$ cat src/design/nv_pkg.sv
// Constants for the data EEPROM access controller.
// Assumes one 250 MHz clock; firmware register writes arrive as strobes.
// Contract
// - Read-start with program select clear reads the byte at the address; the code ignores a read-start while a write is busy.
// - Read data appears in the data register on the next cycle.
// - Data register holds read value until next read or direct write.
// - Write needs address, data, program select clear and write enable set.
// - Write-start only accepted if write enable was set earlier.
// - Clearing write enable during a write does not abort it.
// - Unlock register must receive 55h then AAh before write-start.
// - At write end hardware clears write-start and sets complete flag.
// - Each write programs one 8-bit byte at the given address.
package nv_pkg;
	localparam int ADDR_W = 8;
	localparam int DATA_W = 8;
	localparam int DEPTH = 256;
	localparam logic [7:0] UNLOCK_FIRST = 8'h55;
	localparam logic [7:0] UNLOCK_SECOND = 8'hAA;
	localparam int WRITE_TIME_US = 4;
	localparam int CLK_MHZ = 250;
	localparam int WRITE_CYCLES = WRITE_TIME_US * CLK_MHZ;
	localparam logic [7:0] DATA_RESET = 8'h00;
	localparam logic [7:0] ADDR_RESET = 8'h00;
	typedef enum logic [1:0] {
		UNL_IDLE = 2'b00,
		UNL_FIRST = 2'b01,
		UNL_ARMED = 2'b11
	} unlock_state_t;
endpackage : nv_pkg

$ cat src/design/nv_array.sv
// Byte-wide storage array standing in for the data EEPROM cells.
// Assumes write strobes come only from the controller's write sequencer.
module nv_array #(
	parameter int AW = 8,
	parameter int DW = 8,
	parameter int DEPTH = 256
) (
	input wire logic clk,
	input wire logic wr_en,
	input wire logic [AW-1:0] addr,
	input wire logic [DW-1:0] wdata,
	output logic [DW-1:0] rdata
);
	logic [DW-1:0] mem [DEPTH];

	initial begin
		if (DEPTH > (1 << AW))
			$error("Depth exceeds address range");
	end

	// Asynchronous read so a read lands in the data register next cycle
	assign rdata = mem[addr];

	always_ff @(posedge clk) begin
		if (wr_en)
			mem[addr] <= wdata;
	end
endmodule : nv_array

$ cat src/design/nv_data_access.sv
// Data EEPROM access controller: read, unlock-guarded write, completion flag.
// Assumes register strobes are one-cycle pulses synchronous to CLK.
module nv_data_access #(
	parameter int WRITE_CYCLES = nv_pkg::WRITE_CYCLES
) (
	input wire logic CLK,
	input wire logic RST,
	input wire logic ADDR_WE,
	input wire logic [nv_pkg::ADDR_W-1:0] ADDR_WDATA,
	input wire logic DATA_WE,
	input wire logic [nv_pkg::DATA_W-1:0] DATA_WDATA,
	input wire logic UNLOCK_WE,
	input wire logic [7:0] UNLOCK_WDATA,
	input wire logic CTRL_WE,
	input wire logic PROGRAM_MEMORY_SELECT,
	input wire logic WRITE_ENABLE,
	input wire logic WRITE_START,
	input wire logic READ_START,
	input wire logic FLAG_CLEAR,
	output logic [nv_pkg::ADDR_W-1:0] NV_ADDRESS,
	output logic [nv_pkg::DATA_W-1:0] NV_DATA,
	output logic PROGRAM_SELECT_Q,
	output logic WRITE_ENABLE_Q,
	output logic WRITE_BUSY,
	output logic WRITE_COMPLETE_FLAG
);
	localparam int CW = $clog2(WRITE_CYCLES + 1);

	// A zero write time would leave the timer unable to end a write
	initial begin
		if (WRITE_CYCLES < 1)
			$error("WRITE_CYCLES must be at least one");
		if (nv_pkg::DEPTH > (1 << nv_pkg::ADDR_W))
			$error("Depth exceeds address range");
		if (nv_pkg::DATA_W != 8)
			$error("Cells must be one byte wide");
	end

	// Register and next-value pairs, one pair per state bit group
	logic [nv_pkg::ADDR_W-1:0] nv_address_reg;
	logic [nv_pkg::ADDR_W-1:0] nv_address_next;
	logic [nv_pkg::DATA_W-1:0] nv_data_reg;
	logic [nv_pkg::DATA_W-1:0] nv_data_next;
	logic pgm_sel_reg;
	logic pgm_sel_next;
	logic write_enable_reg;
	logic write_enable_next;
	logic busy_reg;
	logic busy_next;
	logic flag_reg;
	logic flag_next;
	logic [CW-1:0] count_reg;
	logic [CW-1:0] count_next;
	nv_pkg::unlock_state_t unl_reg;
	nv_pkg::unlock_state_t unl_next;
	logic [nv_pkg::DATA_W-1:0] array_rdata;
	logic array_we;
	logic start_ok;
	logic read_ok;
	logic last_cycle;

	nv_array #(
		.AW(nv_pkg::ADDR_W),
		.DW(nv_pkg::DATA_W),
		.DEPTH(nv_pkg::DEPTH)
	) u_array (
		.clk(CLK),
		.wr_en(array_we),
		.addr(nv_address_reg),
		.wdata(nv_data_reg),
		.rdata(array_rdata)
	);

	// Program space lies outside this block; only data space is served
	function automatic logic data_space(input logic select);
		return !select;
	endfunction : data_space

	// Exact match of an unlock register write against one key
	function automatic logic is_key(input logic [7:0] value,
		input logic [7:0] key);
		return value == key;
	endfunction : is_key

	// Write enable must already be set, select clear, unlock armed, idle
	assign start_ok = CTRL_WE && WRITE_START && write_enable_reg
		&& data_space(PROGRAM_MEMORY_SELECT)
		&& unl_reg == nv_pkg::UNL_ARMED
		&& !busy_reg;
	// A read during a write would return a cell still being programmed
	assign read_ok = CTRL_WE && READ_START
		&& data_space(PROGRAM_MEMORY_SELECT) && !busy_reg;
	// Cells programmed once at the end of the cycle
	assign last_cycle = busy_reg && count_reg == CW'(1);
	assign array_we = last_cycle;

	// Unlock tracker: 55h then AAh on consecutive unlock writes, with no address, data or control write between
	always_comb begin
		unl_next = unl_reg;
		if (UNLOCK_WE) begin
			case (unl_reg)
				nv_pkg::UNL_FIRST: begin
					if (is_key(UNLOCK_WDATA, nv_pkg::UNLOCK_SECOND))
						unl_next = nv_pkg::UNL_ARMED;
					else if (is_key(UNLOCK_WDATA, nv_pkg::UNLOCK_FIRST))
						unl_next = nv_pkg::UNL_FIRST;
					else
						unl_next = nv_pkg::UNL_IDLE;
				end
				nv_pkg::UNL_IDLE: begin
					if (is_key(UNLOCK_WDATA, nv_pkg::UNLOCK_FIRST))
						unl_next = nv_pkg::UNL_FIRST;
					else
						unl_next = nv_pkg::UNL_IDLE;
				end
				nv_pkg::UNL_ARMED: begin
					// Arming is not kept across a further unlock write
					if (is_key(UNLOCK_WDATA, nv_pkg::UNLOCK_FIRST))
						unl_next = nv_pkg::UNL_FIRST;
					else
						unl_next = nv_pkg::UNL_IDLE;
				end
				default: begin
					unl_next = nv_pkg::UNL_IDLE;
				end
			endcase
		end else if (CTRL_WE || ADDR_WE || DATA_WE) begin
			// An address, data or control write breaks the sequence; a flag clear does not
			unl_next = nv_pkg::UNL_IDLE;
		end
	end

	always_ff @(posedge CLK or posedge RST) begin
		if (RST) begin
			unl_reg <= nv_pkg::UNL_IDLE;
		end else begin
			unl_reg <= unl_next;
		end
	end

	// Firmware-visible address, data and control bits
	always_comb begin
		nv_address_next = nv_address_reg;
		nv_data_next = nv_data_reg;
		pgm_sel_next = pgm_sel_reg;
		write_enable_next = write_enable_reg;
		// Address and data frozen while busy so the byte stays coherent
		if (ADDR_WE && !busy_reg)
			nv_address_next = ADDR_WDATA;
		if (DATA_WE && !busy_reg)
			nv_data_next = DATA_WDATA;
		if (CTRL_WE) begin
			pgm_sel_next = PROGRAM_MEMORY_SELECT;
			// Only the bit changes; the write timer runs on regardless
			write_enable_next = WRITE_ENABLE;
		end
		if (read_ok)
			nv_data_next = array_rdata;
	end

	always_ff @(posedge CLK or posedge RST) begin
		if (RST) begin
			nv_address_reg <= nv_pkg::ADDR_RESET;
			nv_data_reg <= nv_pkg::DATA_RESET;
			pgm_sel_reg <= 1'b0;
			write_enable_reg <= 1'b0;
		end else begin
			nv_address_reg <= nv_address_next;
			nv_data_reg <= nv_data_next;
			pgm_sel_reg <= pgm_sel_next;
			write_enable_reg <= write_enable_next;
		end
	end

	// Write timer; reloads only from idle, a start while busy is refused
	always_comb begin
		busy_next = busy_reg;
		count_next = count_reg;
		if (start_ok) begin
			busy_next = 1'b1;
			count_next = CW'(WRITE_CYCLES);
		end else if (busy_reg) begin
			count_next = count_reg - CW'(1);
			if (last_cycle)
				busy_next = 1'b0;
		end
	end

	always_ff @(posedge CLK or posedge RST) begin
		if (RST) begin
			busy_reg <= 1'b0;
			count_reg <= '0;
		end else begin
			busy_reg <= busy_next;
			count_reg <= count_next;
		end
	end

	// Completion flag, sticky until firmware clears it
	always_comb begin
		flag_next = flag_reg;
		if (FLAG_CLEAR)
			flag_next = 1'b0;
		// Set beats a clear in the same cycle so no completion is lost
		if (array_we)
			flag_next = 1'b1;
	end

	always_ff @(posedge CLK or posedge RST) begin
		if (RST) begin
			flag_reg <= 1'b0;
		end else begin
			flag_reg <= flag_next;
		end
	end

	// Every output comes straight from a flip-flop
	assign NV_ADDRESS = nv_address_reg;
	assign NV_DATA = nv_data_reg;
	assign PROGRAM_SELECT_Q = pgm_sel_reg;
	assign WRITE_ENABLE_Q = write_enable_reg;
	assign WRITE_BUSY = busy_reg;
	assign WRITE_COMPLETE_FLAG = flag_reg;
endmodule : nv_data_access

$ cat config.mk
export PLATFORM = sky130hd
export DESIGN_NAME = nv_data_access
export DESIGN_NICKNAME = d
export VERILOG_FILES = /design/src/design/nv_pkg.sv /design/src/design/nv_array.sv /design/src/design/nv_data_access.sv
export SDC_FILE = /design/constraint.sdc
export NUM_CORES = 2
export LEC_CHECK = 0
export BUFFER_PORTS_ARGS = -buffer_cell sky130_fd_sc_hd__buf_2
export CAP_MARGIN = 15
export CORE_UTILIZATION = 38
export CTS_BUF_LIST = sky130_fd_sc_hd__clkbuf_8
export DETAILED_ROUTE_END_ITERATION = 8
export GPL_TIMING_DRIVEN = 0
export PLACE_DENSITY = 0.53
export SLEW_MARGIN = 20
export SYNTH_ARGS = -nofsm -noshare
export SYNTH_HDL_FRONTEND = slang
export SYNTH_SLANG_ARGS = --single-unit
$ cat constraint.sdc
create_clock -name CLK -period 5.1 [get_ports CLK]
set_input_delay 0.51 -clock CLK [delete_from_list [all_inputs] [get_ports CLK]]
set_output_delay 0.51 -clock CLK [all_outputs]
set_load 0.01 [all_outputs]
### Word level (Yosys, flattened, before mapping)

Memories as Yosys holds them, arrays and structs flattened.
Cells that the tools add are included.

* reductions and logical operators: 21
* equality and inequality tests: 5
* add/subtract/negate cells: 1
* muxes and demuxes: 16

Operator list (count)
* two-way mux 10 bit: 2
* two-way mux 8 bit: 2
* logical AND 1 bit: 11
* equality test 10 x 1 -> 1 bit, second input constant: 1
* subtractor 10 x 1 -> 10 bit, second input constant: 1
* equality test 8 x 7 -> 1 bit, second input constant: 1
* equality test 8 bit, second input constant: 1
* two-way mux 1 bit: 8
* nonzero test 2 bit: 4
* two-way mux 2 bit: 3
* one-hot mux 2 bit (2 select lines): 1
* equality test 2 x 1 -> 1 bit, second input constant: 1
* equality test 2 bit, second input constant: 1
* zero test 1 bit: 2
* zero test 2 bit: 1
* logical OR 1 bit: 2
* OR reduction 2 bit: 1

* memory bits (writable): 2048
* output and inout bits: 20
* register bits: 32
* word-level logic and storage cells: 52
* memories kept: 1
* input port bits: 35

Memory list
* u_array.mem: words 256, width 8, read ports 1, clocked after Yosys merged registers in 0, write ports 1, RTL line nv_array.sv:14 `logic [DW-1:0] mem [DEPTH];`

### Longest topological paths before layout

* depth after elaboration: 6
* gate-level depth with buffers: 12
* depth with buffers taken out: 7

### Cells and area by module

A second synthesis with hierarchy kept.

* cell total of the unflattened synthesis: 3671
* area, all modules: 79847.8 µm²

Modules (own cells, without submodules)
* nv_array: sequential area each 61499.0 µm², area each 78332.6 µm², instances 1, cells each 3539
* nv_data_access: sequential area each 800.8 µm², area each 1515.2 µm², instances 1, cells each 132

### Least setup slack after synthesis

Ideal clock, no wire load.

* path kind: register -> register
* start: register NV_DATA[1] (netlist name)
* end: register nv_data_reg (netlist bit NV_DATA[1])
* required time: 5.010 ns
* library setup time: 0.090 ns
* stages on the path, launching flop included: 4
* buffers on the path: 0
* data arrival time: 4.063 ns
* slack: 0.948 ns
* cell sequence: dfrtp_1 a211oi_1 a211oi_1 o2bb2ai_1

RTL lines
* end signal, assigned: RTL line nv_data_access.sv:164 `nv_data_reg <= nv_pkg::DATA_RESET;`
* end signal, assigned: RTL line nv_data_access.sv:169 `nv_data_reg <= nv_data_next;`
* end, declared: RTL line nv_data_access.sv:42 `logic [nv_pkg::DATA_W-1:0] nv_data_reg;`

### Worst setup path in the final report

* start: register nv_address_reg (netlist bit NV_ADDRESS[3])
* end: memory u_array.mem[130][1], enable pin

RTL lines
* start, declared: RTL line nv_data_access.sv:40 `logic [nv_pkg::ADDR_W-1:0] nv_address_reg;`
* start signal, assigned: RTL line nv_data_access.sv:163 `nv_address_reg <= nv_pkg::ADDR_RESET;`
* start signal, assigned: RTL line nv_data_access.sv:168 `nv_address_reg <= nv_address_next;`
* end, declared: RTL line nv_array.sv:14

No word-level cell before the write port.

==> results.yml <==
worst_setup_path:
  cp.depth: 10
  critPathKind: "flip-flop to flip-flop"
  cpPeakStageDelay_ns: 0.77
  crit_buf_inv: 7
  cp-start-kind: "flip-flop"
  worst_r2r_path_depth: 10
  slowest_stage: "buf_2"
  path_max_fanout: 11
  cp.required_ns: 5.83
  cp-end-kind: "flip-flop"
  crit_chain: "buf_2, buf_2, buf_2, buf_4, buf_2, nor2_1, nand2_1, clkbuf_2, buf_16, nor2_2"
  arrival_ns: 6.10
  path_common_cell: "buf_2"
  crit_family: "buffers and inverters"
timing:
  maxSlewHeadroom_pct: 11.5
  finalCriticalPeriod_ns: 5.37
  post-route-period-util_pct: 105
  setup_viol: 506
  setup_slack_ns: -0.267
  fmax_mhz: 186
  finalMaxSlewViolations: 0
  tightest_slew_ns: 1.33
  grt_setup_unrepaired: "yes"
  timing.hold.ws_ns: 0.111
  tns_ns: -46.16
  worst_clock_skew_ns: 0.0830
  finalHoldViolations: 0
route:
  routed_via_density: 6.19
  drtPass1Iterations: 9
  drc: 16
  num_vias: 46200
  dr.first_iter.drc_count: 8030
  finalWirelength_um: 316000
  postRouteAntennaNets: 0
  routedWlPerCell_um: 42.3
die:
  die_height_um: 465
  start_util_pct: 38.3
  rows: 169
  io_pins: 55
  die_area_sq_um: 216000
  core_sq_um: 212000
  die_w_um: 465
synth:
  ys_async_sr_fraction_pct: 1.54
  netlist_area_sq_um: 81300
  synth_edf_count: 2048
  synth-main-ff-cell: "edfxtp_1"
  synth_area_leaders: "edfxtp_1 76%, mux4_2 13%, mux2i_1 2.9%"
  synth_cell_type_count: 69
  synth_top_area_cell: "edfxtp_1"
  ys_warn_count: 0
  ys_seq_area_share_pct: 76.6
  ys_seq_elements: 2080
  syn_inst: 3869
  postSynthNetCount: 3909
  syn_avg_cell_area_sq_um: 21.0
  synth_top_area_share_pct: 75.6
pwr:
  leakage_uw: 0.0276
  seqPwrFrac_pct: 54.1
  clkPwrFrac_pct: 39.8
  p_int_uw: 26100
  pwr-share-comb_pct: 6.0
  irDropWorstVdd_uv: 213
  p_sw_uw: 8420
  powerDensity_nw_per_um2: 369
  total_power_uw: 34500
  p_sw_share_pct: 24.4
clock_tree:
  clk_pin_slew_ns: 0.06
  numCtsBuffers: 362
  post_cts_buffers: 0
  clock_latency_ns: 1.10
  cts-root-buf: "clkbuf_8"
  max-clock-path-buffers: 4
  cts_tree: "yes"
  clkSinkCount: 2080
  h-tree-depth: 5
layout:
  fin_area_sq_um: 93500
  areaGrowthSynthToFinish_pct: 15.0
  largest_register_ffs: 2048
  drive_above_1_share_pct: 28.4
  final_net_count: 4414
  fin_util_pct: 44.1
  fillers: 18400
place:
  dpl_cell_area_sq_um: 86700
  numPortBuffers: 54
  place.gp.congestion: 1.02
  dp_hpwl_um: 210000
hold_path:
  hold_class: "input pin to flip-flop"
  worstHoldPathCells: 5
outcome:
  status: "complete, but fails checks"
  violations: "DRC, setup timing"
global_route:
  gr-total-overflow: 0
  grt_start_max_net_pins: 81
  grt_usage_pct: 29.0
  grt_pass1_vias: 44200
  antenna_found_initial: 22
  grt_first_pass_wirelength_um: 413000
run:
  cap_viol_max_count: 0
## cell usage in the layout (no fill, tap or decap), types with 13 or more instances in the layout
cell type / n
buf_6: 28
a211oi_1: 22
clkbuf_8: 369
nor2_2: 108
nand3_1: 32
a21oi_1: 32
clkinv_2: 31
o21ai_0: 31
and2_1: 15
a221oi_1: 22
a31oi_1: 13
inv_1: 140
dfrtp_1: 24
o211ai_1: 13
dlygate4sd3_1: 26
a22o_1: 15
buf_12: 19
buf_4: 41
mux2_2: 17
o22ai_1: 20
edfxtp_1: 2048
nor2b_1: 29
buf_2: 115
mux2i_1: 233
buf_16: 40
a22oi_1: 63
clkbuf_1: 42
nor2_1: 180
nor4_1: 14
clkinv_1: 89
nand2_1: 95
mux4_2: 462
clkbuf_2: 46
## timing repair
| action | 4_1_cts | 5_1_grt |
|---|---|---|
| gates resized for setup | 97 | 36 |
| hold buffers | 26 | 0 |
| endpoints found under the hold margin | 50 | 0 |
| endpoints found under the setup margin | 1612 | 363 |
| cloned | 0 | 0 |
## worst register-to-register path, delay by kind of cell (launching register included)
family | cells | cell delay, ns
buffers and inverters | 7 | 3.45
DFF | 1 | 0.37
and+or+nand+nor | 3 | 1.22
## stage by stage
stage	cells	setup slack, ns
4_1_cts	7455	0.00219
3_5_place_dp	6806	-0.937
5_1_grt	7456	-0.123
2_1_floorplan	3869	0.948
6_report	7460	-0.267
3_3_place_gp	6744	-4.25
## cells in the mapped netlist, types with 13 or more instances
library cell     n
edfxtp_1      2048
mux4_2         462
nor2_1         293
mux2i_1        233
nand2_1         99
clkbuf_1        89
buf_2           68
a22oi_1         63
nand3_1         33
a21oi_1         32
dfrtp_1         32
o21ai_0         31
nor2b_1         30
buf_4           29
buf_6           28
a211oi_1        22
a221oi_1        22
o22ai_1         20
mux2_2          17
a22o_1          15
and2_1          15
nor4_1          15
a31oi_1         13
inv_1           13
o211ai_1        13
## final timing paths
path | start | endpoint | slack, ns
max | NV_ADDRESS[3]$_DFFE_PP0P_ | u_array.mem[130][1]$_DFFE_PP_ | -0.27
min | CTRL_WE | count_reg[4]$_DFFE_PP0P_ | 0.11
max reg2reg | NV_ADDRESS[3]$_DFFE_PP0P_ | u_array.mem[130][1]$_DFFE_PP_ | -0.27
min reg2reg | count_reg[5]$_DFFE_PP0P_ | count_reg[5]$_DFFE_PP0P_ | 0.47
max in group asynchronous | RST | NV_DATA[2]$_DFFE_PP0P_ | 4.02
min in group asynchronous | RST | count_reg[9]$_DFFE_PP0P_ | 0.54
## kinds of logic (layout without fill, tap and decap cells)
logic type                 count (synthesis)  after routing  share of synthesized area, %
buffers and inverters                    240           1005                          1.68
other                                      0              5                             0
muxes                                    721            721                          16.2
DFF                                     2080           2080                          76.6
adders and majority gates                  5              5                        0.0769
AOI/OAI and AO/OA                        279            279                          2.46
and+or+nand+nor                          544            544                          2.97
## layout make-up
class,instances,area [sq um],share of cell area [%]
antenna,5,12.5,0.0134
buffer,224,1400,1.50
clock buffer,369,5080,5.43
clock inverter,255,1090,1.17
inverter,15,58.8,0.0629
multi-input combinational,1549,18000,19.2
sequential,2080,62300,66.6
tap,2821,3530,3.77
timing repair buffer,142,2030,2.18
## power by group through the flow
| stage | sequential, uW | clock [uW] | combinational (uW) |
|---|---|---|---|
| 6_report | 18700 | 13700 | 2090 |
| 3_5_place_dp | 19000 | 0 | 1990 |
| 5_1_grt | 18700 | 14500 | 2050 |
| 3_3_place_gp | 19200 | 0 | 1800 |
| 4_1_cts | 18700 | 13800 | 2010 |
| 2_1_floorplan | 19100 | 0 | 854 |
## metal layers
layer | vias up | share of wire [%] | global-route usage [%]
li1 | 17200 | - | -
met1 | 24800 | 38 | 39.2
met2 | 3414 | 44 | 42.9
met3 | 720 | 12 | 8.07
met4 | 10 | 6.1 | 15.1
met5 | - | 0.016 | 0
(Power assumes the default switching activity.)
